### config.mk
export PLATFORM = sky130hd
export DESIGN_NAME = hdlc_deframe
export DESIGN_NICKNAME = d
export VERILOG_FILES = /design/src/hdlc_bit_step.v /design/src/hdlc_deframe.v
export VERILOG_INCLUDE_DIRS = /design/src
export SDC_FILE = /design/constraint.sdc
export NUM_CORES = 2
export LEC_CHECK = 0
export CORE_MARGIN = 8
export CORE_UTILIZATION = 41
export CTS_BUF_LIST = sky130_fd_sc_hd__clkbuf_8
export DETAILED_ROUTE_END_ITERATION = 8
export DONT_BUFFER_PORTS = 1
export GPL_ROUTABILITY_DRIVEN = 0
export PLACE_DENSITY = 0.66
export SLEW_MARGIN = 20
export SYNTH_ARGS = -nofsm -noshare
export SYNTH_HDL_FRONTEND = slang
export SYNTH_HIERARCHICAL = 1
export SYNTH_SLANG_ARGS = --single-unit
### constraint.sdc
create_clock -name clk -period 10.4 [get_ports clk]
set_clock_uncertainty 0.05 [all_clocks]
set_input_delay 0.52 -clock clk [delete_from_list [all_inputs] [get_ports clk]]
set_output_delay 0.52 -clock clk [all_outputs]
set_load 0.05 [all_outputs]
### src/hdlc_defines.vh
/*
  HDLC de-framer constants: register map, field positions, context
  values, framing bytes and lookup entry layout. Included by bare name.
*/
`ifndef HDLC_DEFINES_VH
`define HDLC_DEFINES_VH

// register map, byte addresses
`define REG_CFG_OFS       3'h0
`define REG_CTX_OFS       3'h4
`define REG_GLOBAL_BIT    11
`define REG_EVT_CNT       12'h800
`define REG_DISCARD_CNT   12'h804
`define REG_OVERRUN_CNT   12'h808
`define REG_CONTROL       12'h80c
`define CTRL_RESET        1'b1

// per-stream configuration word
`define CFG_FMT_R         2:0
`define CFG_CRC           3
`define CFG_STYLE         4
`define CFG_AAL2          5
`define CFG_RANGE_R       10:6
`define CFG_BASE_R        26:11
`define CFG_W             27

// per-stream context word
`define CTX_ONES_R        2:0
`define CTX_HIST_R        10:3
`define CTX_IN            11
`define CTX_ESC           12

// header formats
`define FMT_ONE_ADDR      3'b001
`define FMT_TWO_ADDR_A    3'b010
`define FMT_TWO_ADDR_B    3'b100

// context values that mean "nothing pending"
`define ONES_HUNT         3'b111
`define HIST_EMPTY        8'h01

// byte-oriented framing
`define FLAG_BYTE         8'h7e
`define ESC_BYTE          8'h7d
`define ESC_XOR           8'h20

`define CRC_BYTES         11'd2
`define RANGE_FULL        10'd512

// address lookup entry
`define ENT_CONN_R        15:0
`define ENT_TS_SEL        16
`define ENT_FLUSH         17
`define ENT_TIMEOUT_R     25:18

`endif

### src/hdlc_bit_step.v
/*
  One bit of a bit-oriented HDLC stream: ones count, destuffing,
  flag and abort, byte assembly in a sentinel history field.
  Assumes bits arrive least significant first; combinational.
*/
`timescale 1ns/1ns
`default_nettype none
`include "hdlc_defines.vh"

module hdlc_bit_step
(
  // context in
  input  wire [2:0] ones,
  input  wire [7:0] hist,
  input  wire       rx_bit,
  // context out and results
  output reg  [2:0] next_ones,
  output reg  [7:0] next_hist,
  output reg  [7:0] byte_out,
  output reg        byte_done,
  output reg        flag,
  output reg        abort
);

  integer   i;
  reg [2:0] push_ones;
  reg       push_zero;

  // ones are held back in the counter and only pushed once a zero shows
  // they were data; this keeps flag bits out of the history
  always @*
  begin
    next_ones = ones;
    next_hist = hist;
    byte_out  = 8'h00;
    byte_done = 1'b0;
    flag      = 1'b0;
    abort     = 1'b0;
    push_ones = 3'd0;
    push_zero = 1'b0;
    if (rx_bit)
    begin
      if (ones == 3'd6)
      begin
        next_ones = `ONES_HUNT;                   // [RULE_03]
        next_hist = `HIST_EMPTY;
        abort     = 1'b1;
      end
      else if (ones != `ONES_HUNT)
        next_ones = ones + 3'd1;                  // [RULE_03]
    end
    else
    begin
      next_ones = 3'd0;
      case (ones)
        3'd7:
          next_hist = `HIST_EMPTY;
        3'd6:
        begin
          flag      = 1'b1;
          next_hist = `HIST_EMPTY;
        end
        3'd5:
          push_ones = 3'd5;                       // stuffed zero dropped
        default:
        begin
          push_ones = ones;
          push_zero = 1'b1;
        end
      endcase
    end
    // at most five bits are pushed, so at most one byte completes
    for (i = 0; i < 7; i = i + 1)
    begin
      if ((i < push_ones) || ((i == push_ones) && push_zero))
      begin
        if (next_hist[7])                         // [RULE_05]
        begin
          byte_done = 1'b1;
          byte_out  = reverse8({next_hist[6:0], (i < push_ones)});
          next_hist = `HIST_EMPTY;
        end
        else
          next_hist = {next_hist[6:0], (i < push_ones)};
      end
    end
  end

  function [7:0] reverse8;
    input [7:0] v;
    integer k;
    begin
      for (k = 0; k < 8; k = k + 1)
        reverse8[k] = v[7 - k];
    end
  endfunction

endmodule

`default_nettype wire

### src/hdlc_deframe.v
/*
  HDLC de-framer with per-stream context and address lookup.
  TDM bytes arrive tagged with a stream number; each finished
  packet is checked; one that passes is looked up in SSRAM and
  posted as an event unless its connection is zero.
  CRC bytes are only stripped, never verified.
  Assumes TDM pins stable three clocks around a rising valid,
  and an SSRAM port on this clock that answers each read.
*/
// Design decisions made here: the register addresses and the strobed register port.
// Functional notes
// RULE_01: header code 000 plain, 001 one address byte, 010/100 two plus control.
// RULE_02: with CRC bit set, last 16 bits of each packet are the CRC.
// RULE_03: keep per-stream count of recent consecutive one bits.
// RULE_04: software sets the ones counter to 111 before using a stream.
// RULE_05: partial byte kept in history with sentinel marking pending bit count.
// RULE_06: software sets history to 00000001 before using a stream.
// RULE_07: each completed packet posts an event to the assembly queue; here only one that passes the checks and has a nonzero connection.
// RULE_08: valid address count per stream is 16 to 512 in steps of 16.
// RULE_09: lookup table base counts 64-byte units in SSRAM.
// RULE_10: range 00000 means 0..511; n otherwise means 0..16n-1.
// RULE_11: lookup descriptor is indexed by the stream number itself.
// RULE_12: lookup table is read every time a packet completes; here only after the header, length and range checks pass.
// RULE_13: connection base of zero marks the address invalid; packet dropped.
// RULE_14: RTP timestamp used as received, or added to the bus timestamp.
// RULE_15: AAL2 cell fill timeout in frames travels with the packet.
// RULE_16: AAL2 flush bit makes this packet start a fresh cell.
// RULE_17: two-byte addresses use the low nine bits; one byte gives 256.
// RULE_18: framing style bit selects bit-oriented or byte-oriented framing.
// RULE_19: an address beyond the configured range drops the packet.
`timescale 1ns/1ns
`default_nettype none
`include "hdlc_defines.vh"

module hdlc_deframe
#(
  parameter SW    = 4,
  parameter LEN_W = 11
)
(
  // clock and reset
  input  wire             clk,
  input  wire             rst,
  // register port
  input  wire [11:0]      reg_addr,
  input  wire [31:0]      reg_wdata,
  input  wire             reg_wr,
  input  wire             reg_rd,
  output reg  [31:0]      reg_rdata,
  // tdm byte pins
  input  wire             tdm_valid,
  input  wire [SW-1:0]    tdm_stream,
  input  wire [7:0]       tdm_data,
  // external lookup memory
  output reg              ssram_rd,
  output reg  [23:0]      ssram_addr,
  input  wire             ssram_valid,
  input  wire [31:0]      ssram_rdata,
  // timestamps
  input  wire [31:0]      bus_timestamp,
  input  wire [31:0]      pkt_timestamp,
  // assembly event
  output reg              evt_valid,
  output reg  [SW-1:0]    evt_stream,
  output reg  [15:0]      evt_conn,
  output reg  [LEN_W-1:0] evt_len,
  output reg  [31:0]      evt_timestamp,
  output reg              evt_aal2,
  output reg              evt_flush,
  output reg  [7:0]       evt_timeout
);

  localparam STREAMS  = 1 << SW;
  localparam ST_IDLE  = 4'b0001;
  localparam ST_STEP  = 4'b0010;
  localparam ST_CHECK = 4'b0100;
  localparam ST_WAIT  = 4'b1000;

  // per-stream configuration and context
  reg [`CFG_W-1:0] cfg_mem  [0:STREAMS-1];
  reg [2:0]        ones_mem [0:STREAMS-1];
  reg [7:0]        hist_mem [0:STREAMS-1];
  reg [1:0]        hbc_mem  [0:STREAMS-1];
  reg [8:0]        addr_mem [0:STREAMS-1];
  reg [LEN_W-1:0]  len_mem  [0:STREAMS-1];
  reg [STREAMS-1:0] in_frame;
  reg [STREAMS-1:0] esc_pend;

  // pin synchronisers
  reg              v_s1, v_s2, v_s3;
  reg [SW-1:0]     st_s1, st_s2;
  reg [7:0]        d_s1, d_s2;
  wire             strobe = v_s2 & ~v_s3;

  // working copy of one stream
  reg [3:0]        state;
  reg [SW-1:0]     w_stream;
  reg [7:0]        w_data;
  reg [2:0]        bit_idx;
  reg [2:0]        w_ones;
  reg [7:0]        w_hist;
  reg              w_in, w_esc, resume;
  reg [1:0]        w_hbc;
  reg [8:0]        w_addr;
  reg [LEN_W-1:0]  w_len;

  // captured completed packet
  reg [8:0]        c_addr;
  reg [1:0]        c_hbc;
  reg [LEN_W-1:0]  c_len;

  reg              enable;
  reg [31:0]       evt_cnt, discard_cnt, overrun_cnt;

  wire [`CFG_W-1:0] w_cfg = cfg_mem[w_stream];  // [RULE_11]
  wire              byte_mode = w_cfg[`CFG_STYLE];
  wire [1:0]        hdr_len = hdr_bytes(w_cfg[`CFG_FMT_R]);
  wire [LEN_W-1:0]  crc_len = w_cfg[`CFG_CRC] ? `CRC_BYTES : {LEN_W{1'b0}};
  wire              last_step = byte_mode | (bit_idx == 3'd7);

  wire [2:0] s_ones;
  wire [7:0] s_hist, s_byte;
  wire       s_done, s_flag, s_abort;

  hdlc_bit_step u_bit_step
  (
    .ones      (w_ones),
    .hist      (w_hist),
    .rx_bit    (w_data[bit_idx]),
    .next_ones (s_ones),
    .next_hist (s_hist),
    .byte_out  (s_byte),
    .byte_done (s_done),
    .flag      (s_flag),
    .abort     (s_abort)
  );

  function [1:0] hdr_bytes;
    input [2:0] fmt;
    begin
      case (fmt)                                  // [RULE_01]
        `FMT_ONE_ADDR:   hdr_bytes = 2'd1;
        `FMT_TWO_ADDR_A: hdr_bytes = 2'd3;
        `FMT_TWO_ADDR_B: hdr_bytes = 2'd3;
        default:         hdr_bytes = 2'd0;        // plain; reserved as plain
      endcase
    end
  endfunction

  // number of valid addresses for a range code
  function [9:0] range_limit;
    input [4:0] code;
    begin
      if (code == 5'd0)
        range_limit = `RANGE_FULL;                // [RULE_10]
      else
        range_limit = {1'b0, code, 4'h0};         // [RULE_08] [RULE_10]
    end
  endfunction

  // one framing step on the working copy
  reg [2:0]       next_ones;
  reg [7:0]       next_hist, dbyte;
  reg             next_in, next_esc, complete, got, flag, abort;
  reg [1:0]       next_hbc;
  reg [8:0]       next_addr;
  reg [LEN_W-1:0] next_len;

  always @*
  begin
    next_ones = w_ones;
    next_hist = w_hist;
    next_in   = w_in;
    next_esc  = w_esc;
    next_hbc  = w_hbc;
    next_addr = w_addr;
    next_len  = w_len;
    complete  = 1'b0;
    got       = 1'b0;
    flag      = 1'b0;
    abort     = 1'b0;
    dbyte     = 8'h00;
    if (byte_mode)                                // [RULE_18]
    begin
      if (w_esc)
      begin
        next_esc = 1'b0;
        if (w_data == `FLAG_BYTE)
          abort = 1'b1;
        else
        begin
          got   = 1'b1;
          dbyte = w_data ^ `ESC_XOR;
        end
      end
      else if (w_data == `FLAG_BYTE)
        flag = 1'b1;
      else if (w_data == `ESC_BYTE)
        next_esc = 1'b1;
      else
      begin
        got   = 1'b1;
        dbyte = w_data;
      end
    end
    else
    begin
      next_ones = s_ones;                         // [RULE_03]
      next_hist = s_hist;                         // [RULE_05]
      flag      = s_flag;
      abort     = s_abort;
      got       = s_done;
      dbyte     = s_byte;
    end
    if (abort)
      next_in = 1'b0;
    else if (flag)
    begin
      complete  = w_in & ((w_hbc != 2'd0) | (w_len != {LEN_W{1'b0}}));
      next_in   = 1'b1;
      next_hbc  = 2'd0;
      next_addr = 9'd0;
      next_len  = {LEN_W{1'b0}};
    end
    else if (got & w_in)
    begin
      if (w_hbc < hdr_len)
      begin
        if (hdr_len == 2'd1)
          next_addr = {1'b0, dbyte};              // [RULE_17]
        else if (w_hbc == 2'd0)
          next_addr = {dbyte[0], 8'h00};          // [RULE_17]
        else if (w_hbc == 2'd1)
          next_addr = {w_addr[8], dbyte};
        next_hbc = w_hbc + 2'd1;
      end
      else if (w_len != {LEN_W{1'b1}})
        next_len = w_len + {{(LEN_W-1){1'b0}}, 1'b1};
    end
  end

  always @(posedge clk or posedge rst)
  begin
    if (rst)
    begin
      v_s1  <= 1'b0;
      v_s2  <= 1'b0;
      v_s3  <= 1'b0;
      st_s1 <= {SW{1'b0}};
      st_s2 <= {SW{1'b0}};
      d_s1  <= 8'h00;
      d_s2  <= 8'h00;
    end
    else
    begin
      v_s1  <= tdm_valid;
      v_s2  <= v_s1;
      v_s3  <= v_s2;
      st_s1 <= tdm_stream;
      st_s2 <= st_s1;
      d_s1  <= tdm_data;
      d_s2  <= d_s1;
    end
  end

  // context memories: software init and engine write-back share a port
  always @(posedge clk)
  begin
    if (reg_wr && !reg_addr[`REG_GLOBAL_BIT])
    begin
      if (reg_addr[2:0] == `REG_CFG_OFS)
        cfg_mem[reg_addr[SW+2:3]] <= reg_wdata[`CFG_W-1:0];
      else if (reg_addr[2:0] == `REG_CTX_OFS)
      begin
        ones_mem[reg_addr[SW+2:3]] <= reg_wdata[`CTX_ONES_R];
        hist_mem[reg_addr[SW+2:3]] <= reg_wdata[`CTX_HIST_R];
        hbc_mem[reg_addr[SW+2:3]]  <= 2'd0;
        addr_mem[reg_addr[SW+2:3]] <= 9'd0;
        len_mem[reg_addr[SW+2:3]]  <= {LEN_W{1'b0}};
      end
    end
    else if (state == ST_STEP && last_step)
    begin
      ones_mem[w_stream] <= next_ones;            // [RULE_03]
      hist_mem[w_stream] <= next_hist;            // [RULE_05]
      hbc_mem[w_stream]  <= next_hbc;
      addr_mem[w_stream] <= next_addr;
      len_mem[w_stream]  <= next_len;
    end
  end

  always @(posedge clk or posedge rst)
  begin
    if (rst)
    begin
      state       <= ST_IDLE;
      in_frame    <= {STREAMS{1'b0}};
      esc_pend    <= {STREAMS{1'b0}};
      w_stream    <= {SW{1'b0}};
      w_data      <= 8'h00;
      bit_idx     <= 3'd0;
      w_ones      <= `ONES_HUNT;
      w_hist      <= `HIST_EMPTY;
      w_in        <= 1'b0;
      w_esc       <= 1'b0;
      w_hbc       <= 2'd0;
      w_addr      <= 9'd0;
      w_len       <= {LEN_W{1'b0}};
      resume      <= 1'b0;
      c_addr      <= 9'd0;
      c_hbc       <= 2'd0;
      c_len       <= {LEN_W{1'b0}};
      ssram_rd    <= 1'b0;
      ssram_addr  <= 24'h000000;
      evt_valid   <= 1'b0;
      evt_stream  <= {SW{1'b0}};
      evt_conn    <= 16'h0000;
      evt_len     <= {LEN_W{1'b0}};
      evt_timestamp <= 32'h00000000;
      evt_aal2    <= 1'b0;
      evt_flush   <= 1'b0;
      evt_timeout <= 8'h00;
      evt_cnt     <= 32'h00000000;
      discard_cnt <= 32'h00000000;
      overrun_cnt <= 32'h00000000;
    end
    else
    begin
      ssram_rd  <= 1'b0;
      evt_valid <= 1'b0;
      if (strobe && enable && state != ST_IDLE)
        overrun_cnt <= overrun_cnt + 32'h00000001;
      if (reg_wr && !reg_addr[`REG_GLOBAL_BIT]
          && reg_addr[2:0] == `REG_CTX_OFS)
      begin
        in_frame[reg_addr[SW+2:3]] <= reg_wdata[`CTX_IN];
        esc_pend[reg_addr[SW+2:3]] <= reg_wdata[`CTX_ESC];
      end
      case (state)
        ST_IDLE:
          if (strobe && enable)
          begin
            w_stream <= st_s2;
            w_data   <= d_s2;
            bit_idx  <= 3'd0;
            w_ones   <= ones_mem[st_s2];
            w_hist   <= hist_mem[st_s2];
            w_in     <= in_frame[st_s2];
            w_esc    <= esc_pend[st_s2];
            w_hbc    <= hbc_mem[st_s2];
            w_addr   <= addr_mem[st_s2];
            w_len    <= len_mem[st_s2];
            state    <= ST_STEP;
          end
        ST_STEP:
        begin
          w_ones  <= next_ones;
          w_hist  <= next_hist;
          w_in    <= next_in;
          w_esc   <= next_esc;
          w_hbc   <= next_hbc;
          w_addr  <= next_addr;
          w_len   <= next_len;
          bit_idx <= bit_idx + 3'd1;
          if (last_step)
          begin
            in_frame[w_stream] <= next_in;
            esc_pend[w_stream] <= next_esc;
          end
          resume <= ~last_step;
          if (complete)
          begin
            c_addr <= w_addr;
            c_hbc  <= w_hbc;
            c_len  <= w_len;
            state  <= ST_CHECK;                   // [RULE_12]
          end
          else if (last_step)
            state <= ST_IDLE;
        end
        ST_CHECK:
          // short header, a length that cannot hold the check value, or an
          // address past the table all drop the packet unread
          if (c_hbc != hdr_len || c_len < crc_len      // [RULE_02]
              || {1'b0, c_addr} >= range_limit(w_cfg[`CFG_RANGE_R]))
          begin
            discard_cnt <= discard_cnt + 32'h00000001; // [RULE_19]
            state       <= resume ? ST_STEP : ST_IDLE;
          end
          else
          begin
            ssram_rd   <= 1'b1;
            ssram_addr <= {2'b00, w_cfg[`CFG_BASE_R], 6'h00}    // [RULE_09]
                          + {13'h0000, c_addr, 2'b00};
            state      <= ST_WAIT;
          end
        ST_WAIT:
          if (ssram_valid)
          begin
            if (ssram_rdata[`ENT_CONN_R] == 16'h0000)
              discard_cnt <= discard_cnt + 32'h00000001; // [RULE_13]
            else
            begin
              evt_valid   <= 1'b1;                // [RULE_07]
              evt_cnt     <= evt_cnt + 32'h00000001;
              evt_stream  <= w_stream;
              evt_conn    <= ssram_rdata[`ENT_CONN_R];
              evt_len     <= c_len - crc_len;     // [RULE_02]
              evt_aal2    <= w_cfg[`CFG_AAL2];
              if (!w_cfg[`CFG_AAL2] && ssram_rdata[`ENT_TS_SEL])
                evt_timestamp <= bus_timestamp + pkt_timestamp; // [RULE_14]
              else
                evt_timestamp <= pkt_timestamp;   // [RULE_14]
              evt_flush   <= w_cfg[`CFG_AAL2]     // [RULE_16]
                             & ssram_rdata[`ENT_FLUSH];
              evt_timeout <= w_cfg[`CFG_AAL2] ?
                             ssram_rdata[`ENT_TIMEOUT_R] : 8'h00; // [RULE_15]
            end
            state <= resume ? ST_STEP : ST_IDLE;
          end
        default:
          state <= ST_IDLE;
      endcase
    end
  end

  // register port: control and read-back
  always @(posedge clk or posedge rst)
  begin
    if (rst)
    begin
      enable    <= `CTRL_RESET;
      reg_rdata <= 32'h00000000;
    end
    else
    begin
      if (reg_wr && reg_addr == `REG_CONTROL)
        enable <= reg_wdata[0];
      reg_rdata <= 32'h00000000;
      if (reg_rd)
      begin
        if (!reg_addr[`REG_GLOBAL_BIT] && reg_addr[10:SW+3] == 0)
        begin
          if (reg_addr[2:0] == `REG_CFG_OFS)
            reg_rdata <= {5'h00, cfg_mem[reg_addr[SW+2:3]]};
          else if (reg_addr[2:0] == `REG_CTX_OFS)
            reg_rdata <= {19'h00000, esc_pend[reg_addr[SW+2:3]],
                          in_frame[reg_addr[SW+2:3]],
                          hist_mem[reg_addr[SW+2:3]],
                          ones_mem[reg_addr[SW+2:3]]};
        end
        else if (reg_addr == `REG_EVT_CNT)
          reg_rdata <= evt_cnt;
        else if (reg_addr == `REG_DISCARD_CNT)
          reg_rdata <= discard_cnt;
        else if (reg_addr == `REG_OVERRUN_CNT)
          reg_rdata <= overrun_cnt;
        else if (reg_addr == `REG_CONTROL)
          reg_rdata <= {31'h00000000, enable};
      end
    end
  end

endmodule

`default_nettype wire

==> impl_metrics.py <==
metrics = {
    "sta": {
        "period_minus_slack_ps": 7175,
        "grt_setup_unrepaired": "no",
        "fin_tns_setup_ps": 0,
        "hold_viol": 0,
        "fmax_mhz": 139.4,
        "relSlewSlack": 0.2421,
        "fin_crit_sh": 0.6899,
        "slew_violations": 0,
        "worst_pin_slew_ps": 1133,
        "setup_viol": 0,
    },
    "setup_path": {
        "worstSetupPathType": "reg2reg",
        "cp_max_fo": 16,
        "critPathLaunchType": "flip-flop",
        "endpoint_kind": "flip-flop",
        "critPathArrivalTime_ps": 7670,
        "required_ps": 10890,
    },
    "clock_tree": {
        "cts_hold_buf": 132,
        "cts_setup_buffers": 0,
        "numCtsBuffers": 202,
        "post_cts_resized": 0,
        "clk_latency_ps": 940,
        "clk_pin_slew_ps": 70,
        "h-tree-depth": 4,
        "clock_sinks": 1321,
        "root_buffer": "clkbuf_8",
        "cts_buffer_depth": 3,
        "cts_tree": "built",
    },
    "layout": {
        "fillers": 12730,
        "seqCellArea_um2": 37890,
        "instances_no_fill": 6308,
        "drive_gt1_frac": 0.2472,
        "final_area_um2": 69610,
        "multi_input_area_um2": 22960,
        "utilization": 0.4653,
        "areaGrowthSynthToFinish_pct": 12.90,
        "final_nets": 4316,
    },
    "logic_synthesis": {
        "syn-cell-area_um2": 61660,
        "synth-edff-count": 960,
        "synth-async-reset-ratio": 0.2733,
        "synth_top_area_cell": "edfxtp_1",
        "syn_inst": 3918,
        "synth-seq-cells": 1321,
        "seq_area_frac_synth": 0.6142,
        "synthFlopType": "edfxtp_1",
        "synthTopCellsByCount": "960 x edfxtp_1, 502 x mux4_2, 413 x nand2_1",
        "synth_area_per_cell_um2": 15.74,
        "synth_warnings": 6,
        "synth_top_area_share": 0.4675,
        "ys_types": 100,
        "yosysMostFrequentCell": "edfxtp_1",
        "ys_top_cells_by_area": "edfxtp_1 47%, mux4_2 18%, dfrtp_1 14%, nand2_1 2.5%, mux2_2 1.5%",
    },
    "pwr": {
        "p_leak_nw": 23.97,
        "irDropWorstVdd_uv": 118.7,
        "powerDensity_nw_per_um2": 151.0,
    },
    "place": {
        "io_buffers": 0,
        "post_dp_cell_area_um2": 64110,
        "hpwl_um": 107500,
        "dp.cells": 5778,
    },
    "job": {
        "maxCapViolCount": 0,
    },
    "routing": {
        "route.detailed.drc": 0,
        "routed_wl_um": 176500,
        "routedWlPerCell_um": 27.98,
        "routed_via_density": 6.088,
        "drt_iter0_markers": 4787,
        "dr.pass1.iters": 9,
        "num_vias": 38410,
        "ant_nets": 0,
    },
    "global_route": {
        "grt_antenna_before_repair": 17,
        "grt_usage": 0.2122,
        "grt_pass1_wl_um": 259100,
        "grt_max_degree": 170,
        "grt_pass1_vias": 38150,
        "grt_overflow": 0,
    },
    "floorplanning": {
        "die_h_um": 403.8,
        "placeableCoreArea_um2": 149600,
        "ios": 289,
        "rows": 142,
        "start_util": 0.4122,
        "die_area_um2": 163100,
        "die_w_um": 403.8,
    },
    "hold_path": {
        "hp-class": "in2reg",
    },
    "status": {
        "outcome": "completed",
    },
}
## layout make-up
class	instances	share of cell area
Sequential cell	1321	0.5443
Multi-Input combinational cell	2306	0.3299
Clock buffer	230	0.04547
Tap cell	2016	0.03623
Timing Repair Buffer	211	0.02843
Clock inverter	145	0.01177
Inverter	58	0.003181
Antenna cell	21	0.0007549
## through the flow
stage / setup slack (ps) / hold WS [ps] / total power [W]
floorplan: 4946 / 281.2 / 0.006205
global placement: 3653 / 282.5 / 0.006295
detailed placement: 3494 / 284.7 / 0.006300
CTS: 3387 / 0.9079 / 0.01059
global route: 2947 / 23.86 / 0.01086
finish: 3225 / 49.19 / 0.01051
## cell usage in the layout (no fill, tap or decap), drive strengths merged, types with 19 or more instances in the layout
cell type | Yosys | routed
edfxtp | 960 | 960
mux4 | 504 | 504
nand2 | 416 | 416
dfrtp | 355 | 355
clkbuf | 159 | 230
nor2 | 198 | 198
o21ai | 157 | 157
dlygate4sd3 | 0 | 130
inv | 56 | 128
a21oi | 108 | 108
xnor2 | 98 | 98
nand3 | 90 | 90
buf | 76 | 81
mux2 | 80 | 80
clkinv | 2 | 63
ha | 56 | 56
xor2 | 46 | 46
a222oi | 45 | 45
nor3 | 44 | 44
and3 | 36 | 36
nand4 | 34 | 34
a22oi | 33 | 33
a31oi | 31 | 31
nand2b | 26 | 26
diode | 0 | 21
a21o | 20 | 20
nor4 | 20 | 20
nor2b | 19 | 19
## power by group
part | internal (W) | total, W | switching (W)
logic | 0.000274 | 0.000586 | 0.000312
registers | 0.00566 | 0.00569 | 0.0000290
clock network | 0.00218 | 0.00423 | 0.00206
total | 0.00811 | 0.0105 | 0.00240
## metal layers
layer | routed length (µm) | vias to the layer above | track usage
met1 | 68500 | 19890 | 0.2841
li1 | - | 16030 | -
met3 | 18200 | 393 | 0.05321
met2 | 81580 | 2086 | 0.3278
met4 | 8157 | 6 | 0.09836
met5 | 44 | - | 0
## cells by family (layout without fill, tap and decap cells)
kind of cell / count (synthesis) / count (layout) / synth area share
adder cells (fa/ha/maj): 58 / 58 / 0.01201
multiplexers: 597 / 597 / 0.2011
flip-flops: 1321 / 1321 / 0.6142
other: 1 / 24 / 0.00006082
buffers and inverters: 293 / 644 / 0.01978
AO/OA/AOI/OAI: 544 / 544 / 0.06043
XOR/XNOR: 144 / 144 / 0.02045
AND/OR/NAND/NOR: 960 / 960 / 0.07197
## sequential cells by signal, indices dropped and copies added (netlist names), 48 cells and up
name	flops
addr_mem	144
cfg_mem	432
ones_mem	48
hist_mem	128
len_mem	176
## critical path, stage by stage (launching register included)
cell and delay, ps:
dfrtp_1 450, mux4_2 520, mux2_2 450, nor2_1 680, nand3_1 200, o311ai_0 870, or3b_1 500, o221a_2 280
o21bai_1 250, nor2_2 90, o21ai_0 90, nand2_1 70, mux2i_1 150, buf_4 190, nand2_1 90, nor3_2 580
and4_4 340, xnor2_1 70, nor2_1 810
## worst paths after layout
check                             start               end  slack [ps]  depth (start not counted)
max in group asynchronous           rst       w_stream[0]        8530                          4
min in group asynchronous           rst  evt_timestamp[9]         270                          3
min reg2reg                    st_s1[0]          st_s2[0]         290                          0
max reg2reg                  bit_idx[0]     len_mem[8][4]        3230                         18
min                        reg_wdata[8]    hist_mem[4][5]          50                          2
max                          bit_idx[0]     len_mem[8][4]        3230                         18
No activity file was read; power rests on OpenSTA's default activity.
